===== src/hw/sram_ctrl_defs.svh =====
`ifndef SRAM_CTRL_DEFS_SVH
`define SRAM_CTRL_DEFS_SVH

// bus widths of the memory
`define DATA_W        24
`define ADDR_W        19
`define LANES         3
`define LANE_W        8

// timing figures in ns, cycle counts derived at 20 ns per cycle
`define CLK_PERIOD_NS 20
`define T_RC_NS       10
`define T_PWE_NS      7
`define T_HZWE_NS     5
`define T_SD_NS       6
`define T_CDR_NS      0
`define CEIL_CYC(ns) \
  ((((ns) + `CLK_PERIOD_NS - 1) / `CLK_PERIOD_NS) < 1 ? 1 : \
   (((ns) + `CLK_PERIOD_NS - 1) / `CLK_PERIOD_NS))
`define RD_CYC        `CEIL_CYC(`T_RC_NS)
`define WR_CYC        `CEIL_CYC(`T_PWE_NS)
`define TURN_CYC      `CEIL_CYC(`T_HZWE_NS + `T_SD_NS)
`define RET_CYC       `CEIL_CYC(`T_CDR_NS)
`define CNT_W         4
`define LANES_OFF     3'h7
`define CNT_ZERO      4'h0
`define CNT_ONE       4'h1

`endif


===== src/hw/sram_ctrl_pkg.sv =====
package sram_ctrl_pkg;
  // controller sequence states
  typedef enum logic [2:0]
  {
    ST_IDLE,
    ST_RD_ADDR,
    ST_RD_DATA,
    ST_WR_SETUP,
    ST_WR_PULSE,
    ST_WR_END,
    ST_RETAIN
  } state_t;
endpackage : sram_ctrl_pkg


===== src/hw/lane_pins.sv =====
`include "sram_ctrl_defs.svh"

// per-lane data pin direction and capture; one lane per loop iteration
module lane_pins
(
  input  wire logic                 clk_in,
  input  wire logic                 rst_n_in,
  input  wire logic [`LANES-1:0]    sel_n_in,
  input  wire logic                 drive_in,
  input  wire logic                 capture_in,
  input  wire logic [`DATA_W-1:0]   wdata_in,
  input  wire logic [`DATA_W-1:0]   pins_in,
  output logic      [`DATA_W-1:0]   pins_out,
  output logic      [`DATA_W-1:0]   pins_oe_out,
  output logic      [`DATA_W-1:0]   rdata_out
);
  // drive only lanes that are selected for a write; pins_out and pins_oe_out share
  // one process and rdata_out has its own, so each vector has a single writer
  always_ff @(posedge clk_in or negedge rst_n_in)
  begin
    if (!rst_n_in)
    begin
      pins_out    <= '0;
      pins_oe_out <= '0;
    end
    else
    begin
      pins_out <= wdata_in;
      for (int ln = 0; ln < `LANES; ln++)
        pins_oe_out[ln*`LANE_W +: `LANE_W] <=
          {`LANE_W{drive_in & ~sel_n_in[ln]}};
    end
  end

  // unselected lanes read back as zero
  always_ff @(posedge clk_in or negedge rst_n_in)
  begin
    if (!rst_n_in)
      rdata_out <= '0;
    else if (capture_in)
      for (int ln = 0; ln < `LANES; ln++)
        rdata_out[ln*`LANE_W +: `LANE_W] <= sel_n_in[ln] ? '0 :
          pins_in[ln*`LANE_W +: `LANE_W];
  end
endmodule : lane_pins


===== src/hw/sram_host_ctrl.sv =====
// Summary of operation
// - controller holds strobe high during reads
// - controller stops driving after strobe write
// - address latched on the same edge that select falls
// - all selects high before retention
// - write is select and strobe overlap
`include "sram_ctrl_defs.svh"

module sram_host_ctrl
(
  input  wire logic                 SYS_CLK_IN,
  input  wire logic                 RST_N_IN,
  input  wire logic                 REQ_IN,
  input  wire logic                 REQ_WRITE_IN,
  input  wire logic [`LANES-1:0]    REQ_LANES_IN,
  input  wire logic [`ADDR_W-1:0]   REQ_ADDR_IN,
  input  wire logic [`DATA_W-1:0]   REQ_WDATA_IN,
  input  wire logic                 RETAIN_REQ_IN,
  input  wire logic [`DATA_W-1:0]   DATA_PINS_IN,
  output logic                      BUSY_OUT,
  output logic                      DONE_OUT,
  output logic      [`DATA_W-1:0]   RDATA_OUT,
  output logic                      RETAIN_READY_OUT,
  output logic      [`ADDR_W-1:0]   ADDR_OUT,
  output logic                      LANE0_SELECT_N_OUT,
  output logic                      LANE1_SELECT_N_OUT,
  output logic                      LANE2_SELECT_N_OUT,
  output logic                      WRITE_STROBE_N_OUT,
  output logic                      OUTPUT_GATE_N_OUT,
  output logic      [`DATA_W-1:0]   DATA_PINS_OUT,
  output logic      [`DATA_W-1:0]   DATA_PINS_OE_OUT
);
  sram_ctrl_pkg::state_t      state_q;
  logic [`CNT_W-1:0]          cnt_q;
  logic [`LANES-1:0]          sel_n_q;
  logic                       we_n_q;
  logic                       oe_n_q;
  logic                       write_q;
  logic [`DATA_W-1:0]         wdata_q;
  logic                       drive_d;
  logic                       capture_d;

  // zero when the wait for this state has run out
  function automatic logic cnt_done(input logic [`CNT_W-1:0] c);
    cnt_done = (c == `CNT_ZERO);
  endfunction : cnt_done

  // drive from the strobe's fall until a cycle after it rises, so the data
  // sets up inside the overlap and holds across the terminating edge
  assign drive_d   = (state_q == sram_ctrl_pkg::ST_WR_SETUP) ||
                     (state_q == sram_ctrl_pkg::ST_WR_PULSE);
  assign capture_d = (state_q == sram_ctrl_pkg::ST_RD_DATA) && cnt_done(cnt_q);

  // sequencer: address and select on one edge, then gate or strobe
  always_ff @(posedge SYS_CLK_IN or negedge RST_N_IN)
  begin
    if (!RST_N_IN)
    begin
      state_q <= sram_ctrl_pkg::ST_IDLE;
      cnt_q   <= `CNT_ZERO;
      write_q <= 1'b0;
    end
    else
    begin
      unique case (state_q)
        sram_ctrl_pkg::ST_IDLE:
        begin
          if (RETAIN_REQ_IN)
          begin
            state_q <= sram_ctrl_pkg::ST_RETAIN;
            cnt_q   <= `CNT_ONE;
          end
          else if (REQ_IN && (REQ_LANES_IN != '0))
          begin
            write_q <= REQ_WRITE_IN;
            state_q <= REQ_WRITE_IN ? sram_ctrl_pkg::ST_WR_SETUP
                                    : sram_ctrl_pkg::ST_RD_ADDR;
          end
        end
        sram_ctrl_pkg::ST_RD_ADDR:
        begin
          state_q <= sram_ctrl_pkg::ST_RD_DATA;
          cnt_q   <= `CNT_W'(`RD_CYC - 1);
        end
        sram_ctrl_pkg::ST_RD_DATA:
        begin
          if (cnt_done(cnt_q))
            state_q <= sram_ctrl_pkg::ST_IDLE;
          else
            cnt_q <= cnt_q - `CNT_ONE;
        end
        sram_ctrl_pkg::ST_WR_SETUP:
        begin
          state_q <= sram_ctrl_pkg::ST_WR_PULSE;
          cnt_q   <= `CNT_W'(`WR_CYC - 1);
        end
        sram_ctrl_pkg::ST_WR_PULSE:
        begin
          if (cnt_done(cnt_q))
          begin
            state_q <= sram_ctrl_pkg::ST_WR_END;
            cnt_q   <= `CNT_W'(`TURN_CYC - 1);
          end
          else
            cnt_q <= cnt_q - `CNT_ONE;
        end
        sram_ctrl_pkg::ST_WR_END:
        begin
          if (cnt_done(cnt_q))
            state_q <= sram_ctrl_pkg::ST_IDLE;
          else
            cnt_q <= cnt_q - `CNT_ONE;
        end
        sram_ctrl_pkg::ST_RETAIN:
        begin
          if (!RETAIN_REQ_IN)
            state_q <= sram_ctrl_pkg::ST_IDLE;
          else if (!cnt_done(cnt_q))
            cnt_q <= cnt_q - `CNT_ONE;
        end
      endcase
    end
  end

  // address and write data latched at acceptance, held through the access
  always_ff @(posedge SYS_CLK_IN or negedge RST_N_IN)
  begin
    if (!RST_N_IN)
    begin
      ADDR_OUT <= '0;
      wdata_q  <= '0;
    end
    else if (state_q == sram_ctrl_pkg::ST_IDLE && REQ_IN && !RETAIN_REQ_IN)
    begin
      ADDR_OUT <= REQ_ADDR_IN;
      wdata_q  <= REQ_WDATA_IN;
    end
  end

  // lane selects: low only inside an access, all high otherwise
  always_ff @(posedge SYS_CLK_IN or negedge RST_N_IN)
  begin
    if (!RST_N_IN)
      sel_n_q <= `LANES_OFF;
    else if (state_q == sram_ctrl_pkg::ST_IDLE && REQ_IN && !RETAIN_REQ_IN)
      sel_n_q <= ~REQ_LANES_IN;
    else if ((state_q == sram_ctrl_pkg::ST_RD_DATA && cnt_done(cnt_q)) ||
             (state_q == sram_ctrl_pkg::ST_WR_END && cnt_done(cnt_q)) ||
             state_q == sram_ctrl_pkg::ST_RETAIN)
      sel_n_q <= `LANES_OFF;
  end

  // strobe: low for the pulse only; reads keep it high throughout
  always_ff @(posedge SYS_CLK_IN or negedge RST_N_IN)
  begin
    if (!RST_N_IN)
      we_n_q <= 1'b1;
    else if (state_q == sram_ctrl_pkg::ST_WR_SETUP)
      we_n_q <= 1'b0;
    else
      we_n_q <= 1'b1;
  end
  // strobe rises while selects stay low, so the strobe ends the write

  // gate: low only in a read; high for writes so pins never turn around
  always_ff @(posedge SYS_CLK_IN or negedge RST_N_IN)
  begin
    if (!RST_N_IN)
      oe_n_q <= 1'b1;
    else if (state_q == sram_ctrl_pkg::ST_RD_ADDR)
      oe_n_q <= 1'b0;
    else if (state_q == sram_ctrl_pkg::ST_RD_DATA && cnt_done(cnt_q))
      oe_n_q <= 1'b1;
    else if (write_q)
      oe_n_q <= 1'b1;
  end

  // status toward the requester
  always_ff @(posedge SYS_CLK_IN or negedge RST_N_IN)
  begin
    if (!RST_N_IN)
    begin
      BUSY_OUT         <= 1'b0;
      DONE_OUT         <= 1'b0;
      RETAIN_READY_OUT <= 1'b0;
    end
    else
    begin
      BUSY_OUT <= (state_q != sram_ctrl_pkg::ST_IDLE) ||
                  REQ_IN || RETAIN_REQ_IN;
      DONE_OUT <= capture_d ||
                  (state_q == sram_ctrl_pkg::ST_WR_END && cnt_done(cnt_q));
      RETAIN_READY_OUT <= (state_q == sram_ctrl_pkg::ST_RETAIN) &&
                          cnt_done(cnt_q) && RETAIN_REQ_IN;
    end
  end

  assign LANE0_SELECT_N_OUT = sel_n_q[0];
  assign LANE1_SELECT_N_OUT = sel_n_q[1];
  assign LANE2_SELECT_N_OUT = sel_n_q[2];
  assign WRITE_STROBE_N_OUT = we_n_q;
  assign OUTPUT_GATE_N_OUT  = oe_n_q;

  // data pin drivers and read capture, lane by lane
  lane_pins u_lane_pins
  (
    .clk_in      (SYS_CLK_IN),
    .rst_n_in    (RST_N_IN),
    .sel_n_in    (sel_n_q),
    .drive_in    (drive_d),
    .capture_in  (capture_d),
    .wdata_in    (wdata_q),
    .pins_in     (DATA_PINS_IN),
    .pins_out    (DATA_PINS_OUT),
    .pins_oe_out (DATA_PINS_OE_OUT),
    .rdata_out   (RDATA_OUT)
  );
endmodule : sram_host_ctrl


===== config.mk =====
export PLATFORM = sky130hd
export DESIGN_NAME = sram_host_ctrl
export DESIGN_NICKNAME = d
export VERILOG_FILES = /design/src/hw/sram_ctrl_pkg.sv /design/src/hw/lane_pins.sv /design/src/hw/sram_host_ctrl.sv
export VERILOG_INCLUDE_DIRS = /design/src /design/src/hw
export SDC_FILE = /design/constraint.sdc
export NUM_CORES = 1
export LEC_CHECK = 0
export ABC_AREA = 1
export BUFFER_PORTS_ARGS = -buffer_cell sky130_fd_sc_hd__buf_2
export CORE_ASPECT_RATIO = 1.1
export CORE_MARGIN = 4
export CORE_UTILIZATION = 40
export DETAILED_ROUTE_END_ITERATION = 6
export PLACE_DENSITY = 0.79
export SYNTH_ARGS = -nofsm -noshare
export SYNTH_HDL_FRONTEND = slang
export SYNTH_SLANG_ARGS = --single-unit

===== constraint.sdc =====
create_clock -name SYS_CLK_IN -period 3.59 [get_ports SYS_CLK_IN]
set_input_delay 0.359 -clock SYS_CLK_IN [delete_from_list [all_inputs] [get_ports SYS_CLK_IN]]
set_output_delay 0.359 -clock SYS_CLK_IN [all_outputs]
set_load 0.03 [all_outputs]

==> metrics.md, run 1 <==
| Metric | Value |
|---|---|
| Status | `finished clean` |
| Total setup buffers inserted after CTS | `0` |
| Flops & latches, synth | `110` |
| Die area | `12600 um^2` |
| Initial Util | `0.414` |
| FP Rows | `39` |
| Mean Syn Cell Area | `9.35 um^2` |
| Overall Global Routing Usage | `0.162` |
| Crit-path max FO | `26` |
| Worst Path Arrival | `2320 ps` |
| Setup crit end kind | `flip-flop` |
| Max cap viols | `0` |
| Sum Neg Setup Slack | `0 ps` |
| Final HPWL DP | `7260 um` |
| Num CTS Buffers | `9` |
| Detailed Route WL | `10100 um` |
| Least-Margin Pin Slew | `693 ps` |
| Top_reg_cell synth | `dfrtp_1` |
| Detailed router's first-iteration violation count | `177` |
| Kind of critical path | `reg2reg` |
| Final Hold Viols | `0` |
| Final hold slack | `50.9 ps` |
| Die Y | `117 um` |
| RSZ-0062 raised after global routing | `no` |
| Data required, critical path | `3820 ps` |
| Cell taking the most area after synthesis | `dfrtp_1` |
| H-Tree Depth | `3` |
| Yosys Warn Count | `0` |
| Cells after Synth | `465` |
| Seq/Total Area, Yosys | `0.635` |
| Crit-path slowest cell | `nor2_4` |
| Largest net degree at the start of global routing | `57` |
| Area growth from synthesis to layout | `25.5%` |
| Tcrit/Tclk final | `0.582` |
| Power per Cell Area | `971 nW/um^2` |
| Hold Buf Count CTS | `0` |
| Startpoint Class | `flip-flop` |
| Final GP Congestion | `0.885` |
| Routed via count | `3488` |
| Slew headroom | `0.537` |
| Worst clock skew | `7.36 ps` |
| Number of global-route vias before repair | `3488` |
| Clock sink count | `110` |
| Slowest cell delay on critical path | `520 ps` |
| VDD IR max | `0.000386 V` |
| Port Buffers | `173` |
| Layout Nets | `692` |
| Clock Tree Buf Depth | `2` |
| Placeable Area | `10500 um^2` |
| First-pass GRT wire length | `16600 um` |
| Synth unique cells | `24` |
| Crit-path cells | `inv_1 > ha_1 > nand2_1 > nor2_4 > inv_2 > nand2_1 > nand2_1` |
| Post-route DRC | `0` |
| Cell repeated most along the worst path | `nand2_1` |
| DRT antenna net count | `0` |
| # resized after CTS | `0` |
| IO Count | `174` |
| Final setup vio count | `0` |
| Max-slew violations | `0` |
| Initial antenna violation count | `0` |
| Setup crit start | `cnt_q[0]` |
| Top cell type's share of synthesized area | `0.604` |
| R2R Path Start | `cnt_q[0]` |
| Most frequent cells after synthesis | `219 x nand2_1, 105 x dfrtp_1, 38 x nand3_1` |
| Worst-skew pair later-pin latency | `340 ps` |
| Ant diodes | `0` |
| Overflow after GRT | `0` |
| Initial DRT Pass Iterations | `4` |
| Synth area leaders | `dfrtp_1 60%, nand2_1 19%, nand3_1 4.4%, buf_4 4.3%, dfstp_2 3.0%` |
| Clk root buf | `clkbuf_16` |
| Post-synth EDFFs | `0` |
| Pleak | `0.00324 uW` |
| Worst hold path class | `in2async` |
| Ys async rst share | `1.00` |
| Pwr Total | `5300 uW` |
| Fmax | `0.478 GHz` |
| WP buf/inv | `2` |
| Synthesized net count | `541` |
| Reg clk slew, reported paths | `70 ps` |
| Min Clock Period, post-route | `2090 ps` |
| Share of cells above drive strength 1 | `0.330` |
| Die X-Extent | `107 um` |
| CTS tree | `yes` |
| CP delay by family, top | `simple AND/OR/NAND/NOR gates` |
| Most frequent cell after synthesis | `nand2_1` |
| Wire per inst | `13.3 um` |
| Place WS | `1520 ps` |
| Slack of the critical path | `1500 ps` |
| Synthesized cell area | `4350 um^2` |
| Vias/cell | `4.57` |
-- cell type report --
cell class	instances	area, um^2
sequential	110	2760
clock buffer	10	239
fill	970	5030
multi-input combinational	299	1250
inverter	21	78.8
timing repair buffer	175	896
tap	143	179
clock inverter	6	57.6
-- cells in the final DEF (no fill, tap or decap), drive strengths merged --
master and count:
nand4 1, nand3b 1, nand3 39, ha 1, o21ai 2, xor2 1
nor2 27, o31a 1, clkinvlp 1, clkbuf 10, dfstp 5, xnor2 1
dfrtp 105, nand2 220, a21oi 2, inv 22, clkinv 4, buf 175
o21bai 3
-- final timing paths --
path	end	slack, ps	cells after the start
setup / recovery	u_lane_pins.rdata_out[8]	1500	7
hold / removal	ADDR_OUT[12]	50	1
setup reg to reg	u_lane_pins.rdata_out[8]	1500	7
hold reg to reg	u_lane_pins.pins_out[3]	370	0
max in group asynchronous	OUTPUT_GATE_N_OUT	2740	2
min in group SYS_CLK_IN	wdata_q[9]	210	3
-- cell families after synthesis --
kind of cell / count (synthesis) / share of synthesized area
flops: 110 / 0.635
buf+inv: 56 / 0.0783
simple gates: 288 / 0.268
compound gates: 8 / 0.0118
fa+ha+maj: 1 / 0.00288
xor+xnor: 2 / 0.00403
-- sequential cells by signal, indices dropped and copies added, names as in the netlist --
register                 count
write_q                      1
DONE_OUT                     1
u_lane_pins.rdata_out       24
state_q                      3
u_lane_pins.pins_out        24
cnt_q                        4
RETAIN_READY_OUT             1
ADDR_OUT                    19
BUSY_OUT                     1
u_lane_pins.pins_oe_out      3
wdata_q                     24
WRITE_STROBE_N_OUT           1
sel_n_q                      3
OUTPUT_GATE_N_OUT            1
-- report_power, final --
group	leakage [uW]	switching [uW]	internal, uW
sequential	0.00139	290	1780
clock	0.000143	466	502
combinational	0.00171	1630	629
-- per-layer routing --
layer | wire length, um | share of wire | vias up | global-route usage
met5 | 0 | 0 | - | 0
met4 | 178 | 0.018 | 0 | 0.0568
met3 | 886 | 0.088 | 13 | 0.0495
met2 | 4980 | 0.49 | 154 | 0.272
met1 | 4080 | 0.40 | 1609 | 0.198
li1 | - | - | 1712 | -
-- metrics by stage --
| step | util | std cells | instance area, um^2 |
|---|---|---|---|
| 2_1_floorplan | - | 465 | 4350 |
| 3_3_place_gp | 0.492 | 748 | 5160 |
| 3_5_place_dp | 0.492 | 748 | 5160 |
| 4_1_cts | 0.520 | 764 | 5460 |
| 5_1_grt | 0.520 | 764 | 5460 |
| 6_report | 0.520 | 764 | 5460 |
(Power assumes the default switching activity.)
==> inputs of run 2 (changes only) <==
- clock period: 3.59 -> 2 ns (I/O delays scaled with it)
==> metrics.md, run 2 (synthesized netlist as in run 1, its figures left out) <==
| Metric | Value |
|---|---|
| Status | `finished clean (unchanged)` |
| Die Y | `117 um (unchanged)` |
| Multi-input logic area | `1250 um^2 (unchanged)` |
| Worst Path Arrival | `1960 ps (was 2320 ps)` |
| Clock Tree Buf Depth | `2 (unchanged)` |
| Initial Util | `0.414 (unchanged)` |
| Number of global-route vias before repair | `3486 (was 3488)` |
| R2R Path Start | `state_q[1] (was cnt_q[0])` |
| Clock sink count | `110 (unchanged)` |
| Overflow after GRT | `0 (unchanged)` |
| Vias/cell | `4.60 (was 4.57)` |
| Placeable Area | `10500 um^2 (unchanged)` |
| Area growth from synthesis to layout | `26.8% (was 25.5%)` |
| Detailed Route WL | `10200 um (was 10100 um)` |
| Final Non-Filler Cells | `768 (was 764)` |
| Die area | `12600 um^2 (unchanged)` |
| # resized after CTS | `0 (unchanged)` |
| Die X-Extent | `107 um (unchanged)` |
| Met2 usage | `0.273 (was 0.272)` |
| Data required, critical path | `2280 ps (was 3820 ps)` |
| Worst hold path class | `in2reg (was in2async)` |
| HP Start | `REQ_WDATA_IN[19]` |
| Share of cells above drive strength 1 | `0.331 (was 0.330)` |
| FP Rows | `39 (unchanged)` |
| IO Count | `174 (unchanged)` |
| Least-Margin Pin Slew | `499 ps (was 693 ps)` |
| Met3 usage | `0.0429 (was 0.0495)` |
| Fmax | `0.597 GHz (was 0.478 GHz)` |
| Commonest non-fill, non-tap cells in the layout | `219 x nand2_1, 172 x buf_2, 105 x dfrtp_1, 38 x nand3_1, 24 x nor2_1 (unchanged)` |
| Largest net degree at the start of global routing | `59 (was 57)` |
| Port Buffers | `173 (unchanged)` |
| Final setup vio count | `0 (unchanged)` |
| Startpoint Class | `flip-flop (unchanged)` |
| DP Cell Count | `751 (was 748)` |
| Setup crit end kind | `flip-flop (unchanged)` |
| Setup crit start | `state_q[1] (was cnt_q[0])` |
| Wire per inst | `13.2 um (was 13.3 um)` |
| Reg clk slew, reported paths | `80 ps (was 70 ps)` |
| Layout Nets | `696 (was 692)` |
| Commonest non-fill, non-tap cell in the layout | `nand2_1 (unchanged)` |
| Final Hold Viols | `0 (unchanged)` |
| Post-route DRC | `0 (unchanged)` |
| Global Route met1 Usage | `0.187 (was 0.198)` |
| Sum Neg Setup Slack | `0 ps (unchanged)` |
| R2R setup slack | `320 ps (was 1500 ps)` |
| CTS tree | `yes (unchanged)` |
| Overall Global Routing Usage | `0.160 (was 0.162)` |
| Worst clock skew | `7.88 ps (was 7.36 ps)` |
| Register Area | `2760 um^2 (unchanged)` |
| DRT antenna net count | `0 (unchanged)` |
| Biggest regs | `u_lane_pins.pins_out: 24 flops, u_lane_pins.rdata_out: 24 flops, wdata_q: 24 flops (unchanged)` |
| Place WS | `328 ps (was 1520 ps)` |
| Initial DRT Pass Iterations | `4 (unchanged)` |
| Crit-path max FO | `47 (was 26)` |
| Max cap viols | `0 (unchanged)` |
| Hold Buf Count CTS | `1 (was 0)` |
| Ant diodes | `0 (unchanged)` |
| Kind of critical path | `reg2reg (unchanged)` |
| Clk root buf | `clkbuf_16 (unchanged)` |
| Final hold slack | `38.0 ps (was 50.9 ps)` |
| Worst-skew pair later-pin latency | `350 ps (was 340 ps)` |
| Tcrit/Tclk final | `0.838 (was 0.582)` |
| Slack of the critical path | `325 ps (was 1500 ps)` |
| Busiest grt layer | `met2 (unchanged)` |
| Routed via count | `3532 (was 3488)` |
| Detailed router's first-iteration violation count | `188 (was 177)` |
| Slew headroom | `0.667 (was 0.537)` |
| Initial antenna violation count | `0 (unchanged)` |
| Power per Cell Area | `1750 nW/um^2 (was 971 nW/um^2)` |
| Fillers | `940 (was 970)` |
| First-pass GRT wire length | `16200 um (was 16600 um)` |
| VDD IR max | `0.000843 V (was 0.000386 V)` |
| Pleak | `0.00327 uW (was 0.00324 uW)` |
| Final GP Congestion | `0.895 (was 0.885)` |
| Num CTS Buffers | `9 (unchanged)` |
| RSZ-0062 raised after global routing | `no (unchanged)` |
| Max-slew violations | `0 (unchanged)` |
| Total setup buffers inserted after CTS | `0 (unchanged)` |
| H-Tree Depth | `3 (unchanged)` |
| Final HPWL DP | `7320 um (was 7260 um)` |
| Min Clock Period, post-route | `1680 ps (was 2090 ps)` |
run 2: metal layers:
layer  share of wire  up-vias
met5               0        -
met4           0.027        0
met3           0.088       18
met2            0.48      160
met1            0.40     1635
li1                -     1719
run 2: per-stage QoR:
step | area, um^2 | utilization | power [uW]
floorplan | 4350 | - | 6660
global placement | 5190 | 0.495 | 7720
detailed placement | 5190 | 0.495 | 7840
CTS | 5510 | 0.525 | 9720
global route | 5510 | 0.525 | 10300
finish | 5510 | 0.525 | 9640
run 2: path summary, 6_finish.rpt:
path	to	depth (start not counted)
min	wdata_q[19]	3
max in group asynchronous	WRITE_STROBE_N_OUT	3
max	sel_n_q[1]	8
min reg2reg	u_lane_pins.pins_out[19]	0
min in group asynchronous	u_lane_pins.pins_out[9]	2
max reg2reg	sel_n_q[1]	8
run 2: worst max-delay path: stages (launching register included):
cell and delay, ps:
dfrtp_1 530, nor2_4 70, nand2_1 110, nor2_4 60, nand2_2 60, buf_4 420, nand3_2 160, nor2_1 150
nor2_1 50
run 2: power breakdown:
part,internal (uW),leakage [uW],total (uW),switching [uW]
Sequential,3200,0.00139,3730,527
Combinational,1150,0.00173,4070,2920
Clock,997,0.000147,1840,848
run 2: layout make-up:
class	count	share of cell area
clock buffers	10	0.0415
well taps	143	0.0325
multi-input cells	299	0.226
repair buffers	179	0.171
flip-flops and latches	110	0.501
clock inverters	6	0.0141
inverters	21	0.0143
